--- config.mk ---
export PLATFORM = sky130hd
export DESIGN_NAME = sac_conversion_start_strobe_ctrl
export DESIGN_NICKNAME = d
export VERILOG_FILES = /design/src/rtl/sac_pkg.sv /design/src/rtl/sac_sync.sv /design/src/rtl/sac_conversion_start_strobe_ctrl.sv
export SDC_FILE = /design/constraint.sdc
export NUM_CORES = 1
export LEC_CHECK = 0
export BUFFER_PORTS_ARGS = -buffer_cell sky130_fd_sc_hd__buf_2
export CORE_MARGIN = 1
export CORE_UTILIZATION = 55
export DETAILED_ROUTE_END_ITERATION = 6
export PLACE_DENSITY_LB_ADDON = 0.05
export SLEW_MARGIN = 20
export SYNTH_ARGS = -nofsm -noshare
export SYNTH_HDL_FRONTEND = slang
export SYNTH_SLANG_ARGS = --single-unit
--- constraint.sdc ---
create_clock -name core_clk -period 3.3 [get_ports core_clk]
set_input_delay 0 -clock core_clk [delete_from_list [all_inputs] [get_ports core_clk]]
set_output_delay 0 -clock core_clk [all_outputs]
set_load 0.02 [all_outputs]
--- src/rtl/sac_pkg.sv ---
// Shared constants and types for the converter control block
`default_nettype none
package sac_pkg;

  // Core clock period and cycle arithmetic
  localparam int CLK_PERIOD_NS = 10;

  // Acquire phase, typical figure, rounded up to whole cycles
  localparam int ACQ_TIME_NS   = 160;
  localparam int ACQ_CYCLES    = (ACQ_TIME_NS + CLK_PERIOD_NS - 1) / CLK_PERIOD_NS;

  // Least strobe-to-serial-clock setup, rounded up to whole cycles
  localparam int SETUP_TIME_NS = 70;
  localparam int SETUP_CYCLES  = (SETUP_TIME_NS + CLK_PERIOD_NS - 1) / CLK_PERIOD_NS;

  // Result word layout
  localparam int RESULT_BITS   = 12;
  localparam int MSB_INDEX     = RESULT_BITS - 1;
  localparam int LAST_EDGE     = RESULT_BITS + 1;
  localparam int CNT_W         = 8;
  localparam int EDGE_W        = 4;

  // Values after reset and at conversion start
  localparam logic [RESULT_BITS-1:0] SAR_CLEAR = 12'h000;
  localparam logic [RESULT_BITS-1:0] MSB_TRIAL = 12'h800;

  // Synchroniser lane positions
  localparam int LANE_SCLK   = 0;
  localparam int LANE_STROBE = 1;
  localparam int LANE_COMP   = 2;
  localparam int LANE_NEGSUP = 3;
  localparam int LANE_REFLOW = 4;
  localparam int LANE_REFOK  = 5;
  localparam int LANES       = 6;

  // Conversion sequencer states, Gray from idle to acquire to convert
  typedef enum logic [1:0] {
    ST_IDLE    = 2'b00,
    ST_ACQUIRE = 2'b01,
    ST_CONVERT = 2'b11
  } sac_state_t;

endpackage : sac_pkg
`default_nettype wire

--- src/rtl/sac_sync.sv ---
// Two-stage synchroniser bank for asynchronous pin inputs
`timescale 1ns/1ns
`default_nettype none
module sac_sync #(
  parameter int WIDTH = 1
) (
  // Clock and reset
  input  wire logic             core_clk,
  input  wire logic             reset,
  // Asynchronous levels in, synchronised levels out
  input  wire logic [WIDTH-1:0] asyncIn,
  output logic      [WIDTH-1:0] syncOut
);

  ////////////////////////////////////////////////////////////////////////////
  // One pair of flip-flops per lane; the first stage feeds only the second
  genvar i;
  generate
    for (i = 0; i < WIDTH; i++) begin : gLane
      logic stage1;
      always_ff @(posedge core_clk) begin
        if (reset) begin
          stage1     <= 1'b0;
          syncOut[i] <= 1'b0;
        end else begin
          stage1     <= asyncIn[i];
          syncOut[i] <= stage1;
        end
      end
    end
  endgenerate

endmodule : sac_sync
`default_nettype wire

--- src/rtl/sac_conversion_start_strobe_ctrl.sv ---
// Successive-approximation conversion sequencer with serial result output
`timescale 1ns/1ns
`default_nettype none
module sac_conversion_start_strobe_ctrl (
  // Clock and reset
  input  wire logic                            core_clk,
  input  wire logic                            reset,
  // Host serial link pins
  input  wire logic                            serialClk,
  input  wire logic                            conversionStartStrobe,
  output logic                                 dataOut,
  output logic                                 dataOutEn,
  // Analog front end
  input  wire logic                            comparatorHigh,
  output logic [sac_pkg::RESULT_BITS-1:0]      successiveApproxRegister,
  output logic                                 sampleEnable,
  // Supply and reference sensing
  input  wire logic                            negSupplyBelowGround,
  input  wire logic                            referenceBelowLimit,
  input  wire logic                            referenceSettled,
  // Status
  output logic                                 busy,
  output logic                                 bipolarMode
);

  ////////////////////////////////////////////////////////////////////////////
  // Pin synchronisation

  logic [sac_pkg::LANES-1:0] pinRaw;
  logic [sac_pkg::LANES-1:0] pinSync;

  assign pinRaw[sac_pkg::LANE_SCLK]   = serialClk;
  assign pinRaw[sac_pkg::LANE_STROBE] = conversionStartStrobe;
  assign pinRaw[sac_pkg::LANE_COMP]   = comparatorHigh;
  assign pinRaw[sac_pkg::LANE_NEGSUP] = negSupplyBelowGround;
  assign pinRaw[sac_pkg::LANE_REFLOW] = referenceBelowLimit;
  assign pinRaw[sac_pkg::LANE_REFOK]  = referenceSettled;

  sac_sync #(
    .WIDTH (sac_pkg::LANES)
  ) uSync (
    .core_clk (core_clk),
    .reset    (reset),
    .asyncIn  (pinRaw),
    .syncOut  (pinSync)
  );

  // Named views of the synchronised lanes
  wire sclkS     = pinSync[sac_pkg::LANE_SCLK];
  wire strobeS   = pinSync[sac_pkg::LANE_STROBE];
  wire compS     = pinSync[sac_pkg::LANE_COMP];
  wire negSupS   = pinSync[sac_pkg::LANE_NEGSUP];
  wire refLowS   = pinSync[sac_pkg::LANE_REFLOW];
  wire refOkS    = pinSync[sac_pkg::LANE_REFOK];

  ////////////////////////////////////////////////////////////////////////////
  // State

  sac_pkg::sac_state_t              state;
  logic                             sclkPrev;
  logic                             strobePrev;
  logic [sac_pkg::CNT_W-1:0]        acqCount;
  logic [sac_pkg::CNT_W-1:0]        setupCount;
  logic [sac_pkg::EDGE_W-1:0]       edgeCount;

  ////////////////////////////////////////////////////////////////////////////
  // Edge detection and decode

  wire sclkRise   = sclkS & ~sclkPrev;
  wire strobeRise = strobeS & ~strobePrev;
  wire isIdle     = (state == sac_pkg::ST_IDLE);
  wire isAcquire  = (state == sac_pkg::ST_ACQUIRE);
  wire isConvert  = (state == sac_pkg::ST_CONVERT);
  wire active     = isAcquire | isConvert;

  // edges while busy are not looked at
  wire startConv  = isIdle & strobeRise;

  // acquire ends after the hold count
  wire acqDone    = isAcquire & (acqCount == '0);

  // a clock edge inside the setup window is skipped
  wire setupMet   = (setupCount == '0);
  wire validEdge  = active & sclkRise & setupMet;

  // Edge roles: flag edge, decision edges, release edge
  wire firstEdge  = validEdge & (edgeCount == '0);
  wire lastEdge   = validEdge & isConvert & (edgeCount == sac_pkg::EDGE_W'(sac_pkg::LAST_EDGE));
  // Decisions need the compare phase; an early edge while sampling is dropped
  wire decide     = validEdge & isConvert & (edgeCount != '0) & ~lastEdge;

  ////////////////////////////////////////////////////////////////////////////
  // Approximation step

  // bit under test walks from the top down
  wire [sac_pkg::EDGE_W-1:0]      bitIdx    = sac_pkg::EDGE_W'(sac_pkg::RESULT_BITS) - edgeCount;
  wire [sac_pkg::RESULT_BITS-1:0] bitMask   = sac_pkg::RESULT_BITS'(1) << bitIdx;
  wire [sac_pkg::RESULT_BITS-1:0] trialMask = bitMask >> 1;
  wire [sac_pkg::RESULT_BITS-1:0] keepMask  = compS ? bitMask : sac_pkg::SAR_CLEAR;
  // keep or drop this bit and raise the next trial in one step
  wire [sac_pkg::RESULT_BITS-1:0] next_sar  =
    (successiveApproxRegister & ~bitMask) | keepMask | trialMask;

  // unipolar bits go out as decided
  // bipolar inverts the sign bit to give two's complement
  wire signBit    = (bitIdx == sac_pkg::EDGE_W'(sac_pkg::MSB_INDEX));
  wire codedBit   = compS ^ (bipolarMode & signBit);

  // ready flag is zero when the reference is low or unsettled
  wire readyFlag  = refOkS & ~refLowS;

  ////////////////////////////////////////////////////////////////////////////
  // Edge history registers
  always_ff @(posedge core_clk) begin
    if (reset) begin
      sclkPrev   <= 1'b0;
      strobePrev <= 1'b0;
    end else begin
      sclkPrev   <= sclkS;
      strobePrev <= strobeS;
    end
  end

  ////////////////////////////////////////////////////////////////////////////
  // Sequencer state
  always_ff @(posedge core_clk) begin
    if (reset) begin
      state <= sac_pkg::ST_IDLE;
    end else begin
      case (state)
        sac_pkg::ST_IDLE: begin
          if (startConv) begin
            state <= sac_pkg::ST_ACQUIRE;
          end
        end
        sac_pkg::ST_ACQUIRE: begin
          if (acqDone) begin
            state <= sac_pkg::ST_CONVERT;
          end
        end
        sac_pkg::ST_CONVERT: begin
          // only the release edge returns to idle
          if (lastEdge) begin
            state <= sac_pkg::ST_IDLE;
          end
        end
        default: begin
          state <= sac_pkg::ST_IDLE;
        end
      endcase
    end
  end

  ////////////////////////////////////////////////////////////////////////////
  // Acquire and setup timers, loaded at start, count down to zero
  always_ff @(posedge core_clk) begin
    if (reset) begin
      acqCount   <= '0;
      setupCount <= '0;
    end else if (startConv) begin
      acqCount   <= sac_pkg::CNT_W'(sac_pkg::ACQ_CYCLES - 1);
      setupCount <= sac_pkg::CNT_W'(sac_pkg::SETUP_CYCLES - 1);
    end else begin
      if (acqCount != '0) begin
        acqCount <= acqCount - 1'b1;
      end
      if (setupCount != '0) begin
        setupCount <= setupCount - 1'b1;
      end
    end
  end

  ////////////////////////////////////////////////////////////////////////////
  // Serial edge counter
  always_ff @(posedge core_clk) begin
    if (reset || startConv) begin
      edgeCount <= '0;
    end else if (firstEdge || decide) begin
      edgeCount <= edgeCount + 1'b1;
    end
  end

  ////////////////////////////////////////////////////////////////////////////
  // Approximation register; it also drives the DAC
  always_ff @(posedge core_clk) begin
    if (reset) begin
      successiveApproxRegister <= sac_pkg::SAR_CLEAR;
    end else if (startConv) begin
      successiveApproxRegister <= sac_pkg::SAR_CLEAR;
    end else if (acqDone) begin
      // first trial is the top bit
      successiveApproxRegister <= sac_pkg::MSB_TRIAL;
    end else if (decide) begin
      successiveApproxRegister <= next_sar;
    end
  end

  ////////////////////////////////////////////////////////////////////////////
  // Sample switch, busy and mode latch
  always_ff @(posedge core_clk) begin
    if (reset) begin
      sampleEnable <= 1'b0;
      busy         <= 1'b0;
      bipolarMode  <= 1'b0;
    end else begin
      // sample from start until the hold count runs out
      sampleEnable <= startConv | (sampleEnable & ~acqDone);
      busy         <= startConv | (busy & ~lastEdge);
      // mode taken once per conversion so coding is stable mid-word
      if (startConv) begin
        bipolarMode <= negSupS;
      end
    end
  end

  ////////////////////////////////////////////////////////////////////////////
  // Serial data pin, updated only on accepted clock edges
  always_ff @(posedge core_clk) begin
    if (reset) begin
      dataOut   <= 1'b0;
      dataOutEn <= 1'b0;
    end else if (firstEdge) begin
      // output moves on a rising clock edge
      dataOut   <= readyFlag;
      dataOutEn <= 1'b1;
    end else if (decide) begin
      // each decided bit leaves as soon as it is known
      dataOut   <= codedBit;
      dataOutEn <= 1'b1;
    end else if (lastEdge) begin
      dataOut   <= 1'b0;
      dataOutEn <= 1'b0;
    end
  end

  ////////////////////////////////////////////////////////////////////////////
  // Checks

  // Helper: length of the sampling window
  logic [sac_pkg::CNT_W-1:0] acqHigh;
  always_ff @(posedge core_clk) begin
    if (reset || !sampleEnable) begin
      acqHigh <= '0;
    end else begin
      acqHigh <= acqHigh + 1'b1;
    end
  end
endmodule : sac_conversion_start_strobe_ctrl
`default_nettype wire

==> results of run 1 <==
==> stage by stage <==
stage	worst slack (ns)	cells
after floorplan	1.290	256
after global placement	1.113	320
after detailed placement	1.057	320
after CTS	1.030	334
after global routing	0.8664	334
final	1.046	334
==> flip-flops by register name, indices dropped and copies added, names as in the netlist, 2 cells and up <==
register,count
acqCount,8
uSync.gLane.stage1,6
edgeCount,4
setupCount,8
state,2
successiveApproxRegister,12
uSync.syncOut,6
==> placed cells by master (no fill, tap or decap), types with 2 or more instances in the layout <==
cell type,n
nor4_1,2
nor3_1,8
nand2_1,12
nor2b_1,14
a41oi_1,2
inv_1,12
buf_2,24
nor2_1,23
or2_2,3
xnor2_1,8
a211oi_1,11
clkinv_4,2
xor2_1,4
a31oi_1,2
o211ai_1,2
nand3_1,2
a21oi_1,25
clkbuf_8,5
nor3b_1,8
mux2i_1,6
o21ai_0,7
or3_1,2
and3_1,2
dlygate4sd3_1,6
nand2b_1,4
nand3b_1,4
nor3_4,2
ha_1,9
and2_1,2
dfxtp_1,53
==> layer usage <==
metal / wire length [um] / track usage (%) / vias to the layer above
li1: - / - / 949
met1: 2230 / 28.57 / 825
met2: 2068 / 33.95 / 29
met3: 155 / 3.500 / 7
met4: 59 / 8.594 / 0
met5: 0 / 0 / -
==> Yosys cell counts, drive strengths merged, types with 3 or more instances <==
| master | instances | share of area (%) |
|---|---|---|
| dfxtp | 53 | 44 |
| a21oi | 25 | 5.2 |
| nor2 | 23 | 3.6 |
| nor2b | 14 | 3.6 |
| a211oi | 12 | 4.3 |
| inv | 12 | 1.9 |
| nand2 | 12 | 1.9 |
| nor3 | 10 | 3.0 |
| ha | 9 | 4.7 |
| clkbuf | 8 | 1.2 |
| nor3b | 8 | 2.5 |
| xnor2 | 8 | 2.9 |
| o21ai | 7 | 1.5 |
| mux2i | 6 | 2.5 |
| nand2b | 4 | 1.0 |
| nand3b | 4 | 1.2 |
| nor4 | 4 | 1.9 |
| xor2 | 4 | 1.5 |
| buf | 3 | 0.88 |
| nand3 | 3 | 1.1 |
| or2 | 3 | 0.78 |
| or3 | 3 | 0.99 |
==> how the worst max path moves through the flow <==
stage | from | to | depth (start not counted)
2_1_floorplan | edgeCount[0] | successiveApproxRegister[11] | 7
3_3_place_gp | edgeCount[0] | edgeCount[1] | 7
3_5_place_dp | edgeCount[0] | successiveApproxRegister[9] | 6
4_1_cts | edgeCount[0] | successiveApproxRegister[9] | 6
5_1_grt | edgeCount[1] | successiveApproxRegister[9] | 7
6_report | edgeCount[0] | successiveApproxRegister[9] | 6
==> worst reg2reg max path: stages (launching register included) <==
cell      delay [ns]
dfxtp_1         0.47
inv_1           0.14
ha_1            0.30
or3_1           0.45
a211oi_4        0.44
a21oi_1         0.12
a211oi_1        0.26
==> final cells by class <==
cell class | instances | area [um^2]
clock inverters | 3 | 26.28
inverters | 12 | 45.04
well taps | 50 | 62.56
flip-flops and latches | 53 | 1061
repair buffers | 31 | 187.7
fillers | 349 | 1386
clock buffers | 5 | 68.82
multi-input cells | 180 | 1249
==> cell families (layout without fill, tap and decap cells) <==
group | after synthesis | count (layout)
AND/OR/NAND/NOR | 97 | 97
AO/OA/AOI/OAI | 55 | 55
flip-flops | 53 | 53
buffers and inverters | 23 | 51
XOR/XNOR | 12 | 12
adder cells (fa/ha/maj) | 9 | 9
multiplexers | 7 | 7
==> timing repair <==
item                                   CTS  global route
hold buffers                             6             0
endpoints found under the hold margin    6             0
setup endpoints to repair                0             0
==> power breakdown <==
group          leakage (nW)  switching [mW]  internal [mW]  total (mW)
logic                 0.592           0.287          0.245       0.532
clock network        0.0487           0.220          0.155       0.375
registers             0.433          0.0735          0.724       0.798
==> impl_metrics.py, run 1 <==
metrics = {
    "sta": {
        "period_share_pct": 68.31,
        "finalSetupViolCount": 0,
        "rsz0062_at_grt": "no",
        "min_period_ns": 2.254,
        "slew_headroom_pct": 67.31,
        "max_freq_mhz": 443.6,
        "skew_ns": 0.006691,
        "report.final.slew_viol_count": 0,
        "hold_ws_ns": 0.1217,
        "tightest_slew_ns": 0.4893,
        "setup_tns_ns": 0,
        "final_hold_viol_count": 0,
    },
    "yosys": {
        "synth_top_family_by_area": "simple AND/OR/NAND/NOR gates",
        "synthAdderAreaFrac_pct": 4.680,
        "synth_warnings": 0,
        "avgSynthCellArea_um2": 9.399,
        "yosysSeqAreaShare_pct": 44.10,
        "synth_cell_types": 45,
        "synth-compound-area-share_pct": 15.29,
        "synthMuxAreaShare_pct": 2.964,
        "syn_nets": 273,
        "synth_simple_gate_area_share_pct": 24.60,
        "syn_area_um2": 2406,
        "ys.flop_type": "dfxtp_1",
        "syn_inst": 256,
        "async_flop_share_pct": 0,
        "synth_xor_area_share_pct": 4.368,
        "ys_ff_latch": 53,
        "synth_edf_count": 0,
    },
    "final_layout": {
        "design_area_um2": 2700,
        "antenna_cells": 0,
        "nets": 300,
        "areaGrowthSynthToFinish_pct": 12.22,
        "drive_above_1_share_pct": 15.85,
        "post-route-util_pct": 66.07,
    },
    "run": {
        "max_cap_violations": 0,
    },
    "floorplanning": {
        "die_h_um": 68.14,
        "die_w_um": 68.14,
        "start_util_pct": 58.88,
        "die_area_um2": 4643,
        "row_count": 23,
        "ios": 25,
        "core_um2": 4086,
    },
    "placement": {
        "port_buffers": 24,
        "place_congestion": 0.7706,
        "placed_cell_area_um2": 2545,
        "dp_hpwl_um": 3220,
    },
    "global_routing": {
        "grt_usage_pct": 21.35,
        "antenna_found_initial": 0,
        "grt_pass1_vias": 1617,
        "grt_start_max_net_pins": 29,
        "grt_pass1_wl_um": 7389,
        "overflow": 0,
    },
    "clocking": {
        "clock_latency_ns": 0.31,
        "cts_resized": 0,
        "h-tree-depth": 2,
        "ctsRootBufferMaster": "clkbuf_8",
        "cts_buffer_depth": 2,
        "post_cts_buffers": 0,
        "cts_tree": "done",
        "cts_sinks": 53,
        "numCtsBuffers": 5,
        "clk_pin_slew_ns": 0.10,
    },
    "status": {
        "status": "completed",
    },
    "route": {
        "antenna_left": 0,
        "drt_iter0_markers": 133,
        "num_vias": 1810,
        "post_drt_wl_per_cell_um": 13.51,
        "drc": 0,
        "viasPerCell": 5.419,
        "routed_wl_um": 4513,
        "first_pass_iters": 5,
    },
    "critical_path": {
        "r2r_cells": 6,
        "critPathTopFamily": "compound AO/OA/AOI/OAI gates",
        "r2r_end": "successiveApproxRegister[9]",
        "reg2reg_from": "edgeCount[0]",
        "cp-end-kind": "flop",
        "cp_num_buf_inv": 1,
        "crit_chain": "inv_1 -> ha_1 -> or3_1 -> a211oi_4 -> a21oi_1 -> a211oi_1",
        "arrival_ns": 2.47,
        "slowest_stage": "dfxtp_1",
        "rrSetupSlack_ns": 1.05,
        "crit_fanout": 9,
        "critical_path.max_stage_delay_ns": 0.47,
        "critPathLaunchType": "flop",
        "crit_type": "flop to flop",
        "critPathRequiredTime_ns": 3.52,
    },
    "pwr": {
        "p_leak_nw": 1.074,
        "powerDensity_nw_per_um2": 631.3,
        "power.total_mw": 1.704,
        "ir_worst_vdd_mv": 0.5106,
    },
    "hold_path": {
        "hold_path_class": "primary input to flop",
        "hold_start": "reset",
        "hold_depth": 2,
        "min_to": "uSync.syncOut[0]",
    },
}
Note: power is estimated with default switching activity, not from simulation.
==> inputs of run 2 (changes only) <==
clock period = 2.1 ns   (was 3.3 ns; I/O delays follow)
==> impl_metrics.py, run 2 (same netlist as run 1, synthesis figures left out) <==
metrics = {
    "status": {
        "status": "completed",
    },
    "sta": {
        "setup_ws_ns": 0.1400,
        "max_freq_mhz": 510.2,
        "min_period_ns": 1.960,
        "setup_tns_ns": 0,
        "period_share_pct": 93.33,
        "tightest_slew_ns": 0.4684,
        "finalSetupViolCount": 0,
        "skew_ns": 0.01406,
        "slew_headroom_pct": 68.36,
        "report.final.slew_viol_count": 0,
        "final_hold_viol_count": 0,
        "rsz0062_at_grt": "no",
    },
    "final_layout": {
        "nets": 311,
        "largest_reg_flops": 12,
        "post-route-util_pct": 68.52,
        "reg_top3": "successiveApproxRegister: 12 flops, acqCount: 8 flops, setupCount: 8 flops",
        "largest_register": "successiveApproxRegister",
        "drive_above_1_share_pct": 20.34,
        "final_cell_mix": "dfxtp_1 (53), a21oi_1 (25), buf_2 (24)",
        "design_area_um2": 2800,
        "areaGrowthSynthToFinish_pct": 16.38,
        "antenna_cells": 0,
        "final_common_cell": "dfxtp_1",
    },
    "pwr": {
        "ir_worst_vdd_mv": 0.8420,
        "p_leak_nw": 1.136,
        "powerDensity_nw_per_um2": 997.7,
    },
    "clocking": {
        "h-tree-depth": 2,
        "numCtsBuffers": 5,
        "cts_tree": "done",
        "clock_latency_ns": 0.31,
        "clk_pin_slew_ns": 0.11,
        "cts_buffer_depth": 2,
        "cts_sinks": 53,
        "ctsRootBufferMaster": "clkbuf_8",
    },
    "critical_path": {
        "rrSetupSlack_ns": 0.14,
        "r2r_cells": 8,
        "reg2reg_from": "edgeCount[1]",
        "cp.depth": 8,
        "critPathRequiredTime_ns": 2.33,
        "cp_num_buf_inv": 3,
        "critPathTopFamily": "compound AO/OA/AOI/OAI gates",
        "crit_top_cell": "buf_4",
        "arrival_ns": 2.19,
        "critPathLaunchType": "flop",
        "critical_path.max_stage_delay_ns": 0.39,
        "r2r_end": "successiveApproxRegister[5]",
        "cp-end-kind": "flop",
        "slowest_stage": "a41oi_1",
        "crit_type": "flop to flop",
        "crit_fanout": 7,
        "crit_chain": "inv_1 -> ha_1 -> buf_4 -> and3b_1 -> a41oi_1 -> nor3_4 -> buf_4 -> a211oi_1",
    },
    "route": {
        "antenna_left": 0,
        "drc": 0,
        "first_pass_iters": 4,
        "num_vias": 1858,
        "post_drt_wl_per_cell_um": 13.27,
        "routed_wl_um": 4578,
        "viasPerCell": 5.386,
        "drt_iter0_markers": 87,
    },
    "global_routing": {
        "grt_pass1_vias": 1670,
        "grt_usage_pct": 21.58,
        "antenna_found_initial": 0,
        "overflow": 0,
        "grt_pass1_wl_um": 7465,
        "grt_start_max_net_pins": 28,
    },
    "placement": {
        "place_congestion": 0.8717,
        "dp_hpwl_um": 3269,
        "placed_cell_area_um2": 2613,
        "port_buffers": 24,
        "dp_slack_ns": 0.1671,
    },
    "floorplanning": {
        "start_util_pct": 58.88,
        "core_um2": 4086,
        "die_w_um": 68.14,
        "ios": 25,
        "die_area_um2": 4643,
        "row_count": 23,
        "die_h_um": 68.14,
    },
    "hold_path": {
        "min_to": "sampleEnable",
        "hold_start": "reset",
        "hold_path_class": "primary input to flop",
        "hold_depth": 3,
    },
    "run": {
        "max_cap_violations": 0,
    },
}
## run 2: cell count changes in the layout (fill, tap and decap cells not counted), sizes merged
cell / change
buf: +11
clkinv: -1
inv: +1
## run 2: area by class of cell
cell class,instances,area (um^2)
clock inverter,3,28.78
multi-input combinational,180,1264
fill,360,1286
timing repair buffer,42,270.3
inverter,12,45.04
tap,50,62.56
sequential,53,1061
clock buffer,5,68.82
## run 2: power by group
part           total, mW  switching [mW]  internal (mW)
clock network      0.615           0.365          0.250
logic              0.919           0.471          0.448
registers           1.26           0.121           1.14
total               2.79           0.957           1.84
## run 2: routing by layer
metal / global-route usage (%) / part of all wire (%)
met5: 0 / 0
met4: 7.031 / 1.2
met3: 5.167 / 2.0
met2: 34.93 / 47
met1: 28.03 / 50
## run 2: repair_timing
action,in CTS,in global routing
hold buffers,6,0
endpoints found under the setup margin,0,8
gates resized for setup,0,4
setup buffers,0,2
endpoints found under the hold margin,6,0
## run 2: metrics by stage
stage          std cells  hold slack, ns  total power, mW
6_report             345          0.1477            2.794
5_1_grt              345          0.1617            3.004
4_1_cts              343          0.1561            2.806
3_5_place_dp         329          0.2152            2.183
3_3_place_gp         329          0.2068            2.158
2_1_floorplan        256          0.1282            1.980
## run 2: tightest hold or removal path: stages
cell     delay (ns)
buf_2          0.09
buf_4          0.26
a21oi_1        0.06
## run 2: worst max path at each step
| stage | from | to | slack [ns] |
|---|---|---|---|
| after detailed placement | edgeCount[0] | successiveApproxRegister[9] | 0.17 |
| after CTS | edgeCount[0] | successiveApproxRegister[5] | 0.14 |
| after floorplan | edgeCount[0] | successiveApproxRegister[11] | 0.09 |
| after global placement | edgeCount[0] | successiveApproxRegister[9] | 0.17 |
| after global routing | edgeCount[1] | edgeCount[3] | 0.003 |
| final | edgeCount[1] | successiveApproxRegister[5] | 0.14 |
==> inputs of run 3 (changes only) <==
REMOVE_ABC_BUFFERS = 1   (was unset)
==> impl_metrics.py, run 3 (same netlist as run 1, synthesis figures left out) <==
metrics = {
    "status": {
        "status": "completed",
    },
    "placement": {
        "dp_hpwl_um": 3267,
        "dp_slack_ns": 0.06217,
        "port_buffers": 24,
        "dp.cells": 332,
        "place_congestion": 0.8937,
    },
    "critical_path": {
        "critPathLaunchType": "flop",
        "crit_type": "flop to flop",
        "r2r_cells": 7,
        "critPathRequiredTime_ns": 2.32,
        "r2r_end": "successiveApproxRegister[9]",
        "crit_start": "edgeCount[0]",
        "arrival_ns": 2.19,
        "reg2reg_from": "edgeCount[0]",
        "rrSetupSlack_ns": 0.13,
        "crit_end": "successiveApproxRegister[9]",
        "crit_fanout": 6,
        "cp-end-kind": "flop",
    },
    "clocking": {
        "ctsRootBufferMaster": "clkbuf_8",
        "cts_tree": "done",
        "clock_latency_ns": 0.30,
        "clk_pin_slew_ns": 0.09,
        "numCtsBuffers": 5,
        "cts_buffer_depth": 2,
        "cts_sinks": 53,
        "h-tree-depth": 2,
    },
    "sta": {
        "rsz0062_at_grt": "no",
        "setup_ws_ns": 0.1330,
        "min_period_ns": 1.967,
        "final_hold_viol_count": 0,
        "tightest_slew_ns": 0.4709,
        "max_freq_mhz": 508.4,
        "period_share_pct": 93.66,
        "setup_tns_ns": 0,
        "skew_ns": 0.008312,
        "finalSetupViolCount": 0,
        "slew_headroom_pct": 68.19,
        "report.final.slew_viol_count": 0,
    },
    "global_routing": {
        "use_met2_pct": 33.21,
        "grt_usage_pct": 21.79,
        "busiest_layer": "met2",
        "grt_pass1_vias": 1649,
        "grt_start_max_net_pins": 28,
        "antenna_found_initial": 0,
        "grt_util_met1_pct": 29.38,
        "overflow": 0,
        "grt_use_met3_pct": 5.500,
        "grt_pass1_wl_um": 7500,
    },
    "final_layout": {
        "nets": 315,
        "fill_cells": 307,
        "final_common_cell": "dfxtp_1",
        "largest_register": "successiveApproxRegister",
        "largest_reg_flops": 12,
        "reg_top3": "successiveApproxRegister: 12 flops, acqCount: 8 flops, setupCount: 8 flops",
        "post-route-util_pct": 69.81,
        "drive_above_1_share_pct": 20.40,
        "final_cell_mix": "dfxtp_1 (53), a21oi_1 (25), buf_2 (24)",
        "areaGrowthSynthToFinish_pct": 18.56,
        "final_cells": 349,
        "antenna_cells": 0,
    },
    "route": {
        "drt_iter0_markers": 80,
        "drc": 0,
        "first_pass_iters": 4,
        "post_drt_wl_per_cell_um": 13.15,
        "antenna_left": 0,
        "num_vias": 1876,
        "routed_wl_um": 4590,
        "viasPerCell": 5.375,
    },
    "floorplanning": {
        "row_count": 23,
        "die_w_um": 68.14,
        "die_area_um2": 4643,
        "core_um2": 4086,
        "ios": 25,
        "start_util_pct": 58.88,
        "die_h_um": 68.14,
    },
    "pwr": {
        "power.switching_mw": 0.9130,
        "seqPwrFrac_pct": 43.5,
        "powerDensity_nw_per_um2": 1012,
        "power.total_mw": 2.887,
        "p_comb_share_pct": 31.6,
        "swShare_pct": 31.62,
        "p_leak_nw": 1.163,
        "clkPwrFrac_pct": 24.9,
        "internal_power_mw": 1.974,
        "ir_worst_vdd_mv": 1.140,
    },
    "hold_path": {
        "hold_path_class": "primary input to flop",
    },
    "run": {
        "max_cap_violations": 0,
    },
}
==> run 3: cell count changes in the layout (fill, tap and decap cells not counted) <==
cell	before	now
buf_12	0	1
nor3b_2	2	0
buf_4	12	15
clkbuf_8	5	6
inv_6	1	0
nand2_1	10	11
clkinv_4	1	0
inv_8	1	0
nand2_2	2	1
bufinv_16	0	1
clkinvlp_4	0	1
nor3b_1	6	8
==> run 3: metal layers <==
layer  vias to the layer above  wire length (um)
met5                         -                 0
met4                         0                80
met3                         8               152
met2                        30              2086
met1                       866              2271
li1                        972                 -
==> run 3: through the flow <==
step / hold slack (ns) / instance area [um^2]
4_1_cts: 0.1626 / 2828
6_report: 0.1589 / 2853
2_1_floorplan: 0.06907 / 2355
3_3_place_gp: 0.2087 / 2648
3_5_place_dp: 0.2148 / 2648
5_1_grt: 0.1826 / 2853
==> run 3: layout make-up <==
class	count	area (um^2)	area share, %
inverter	12	45.04	1.579
clock buffer	6	82.58	2.895
multi-input combinational	180	1251	43.86
sequential	53	1061	37.19
tap	50	62.56	2.193
clock inverter	2	37.54	1.316
timing repair buffer	46	312.8	10.96
==> run 3: repair_timing <==
| item | 4_1_cts | 5_1_grt |
|---|---|---|
| buffers inserted | 0 | 3 |
| gates resized for setup | 0 | 1 |
| hold endpoints to repair | 6 | 0 |
| hold buffers | 6 | 0 |
| endpoints found under the setup margin | 0 | 1 |
==> run 3: how the worst min path moves through the flow <==
stage / start / to / cells after the start
2_1_floorplan: reset / acqCount[0] / 1
3_3_place_gp: comparatorHigh / uSync.gLane[2].stage1 / 2
3_5_place_dp: referenceSettled / uSync.gLane[5].stage1 / 2
4_1_cts: reset / busy / 3
5_1_grt: reset / uSync.syncOut[0] / 3
6_report: reset / busy / 3
==> run 3: critical path: stages (launching register included) <==
cell      delay, ns
dfxtp_1        0.32
buf_4          0.15
or3_4          0.40
a21o_1         0.26
a211oi_4       0.31
buf_4          0.17
a21oi_1        0.05
a211oi_1       0.21
==> run 3: power groups by stage <==
| stage | clock, mW | combinational, mW | sequential, mW |
|---|---|---|---|
| after floorplan | 0 | 0.695 | 1.26 |
| after global placement | 0 | 0.888 | 1.28 |
| after detailed placement | 0 | 0.907 | 1.28 |
| after CTS | 0.739 | 0.918 | 1.26 |
| after global routing | 0.767 | 1.02 | 1.28 |
| final | 0.718 | 0.913 | 1.26 |
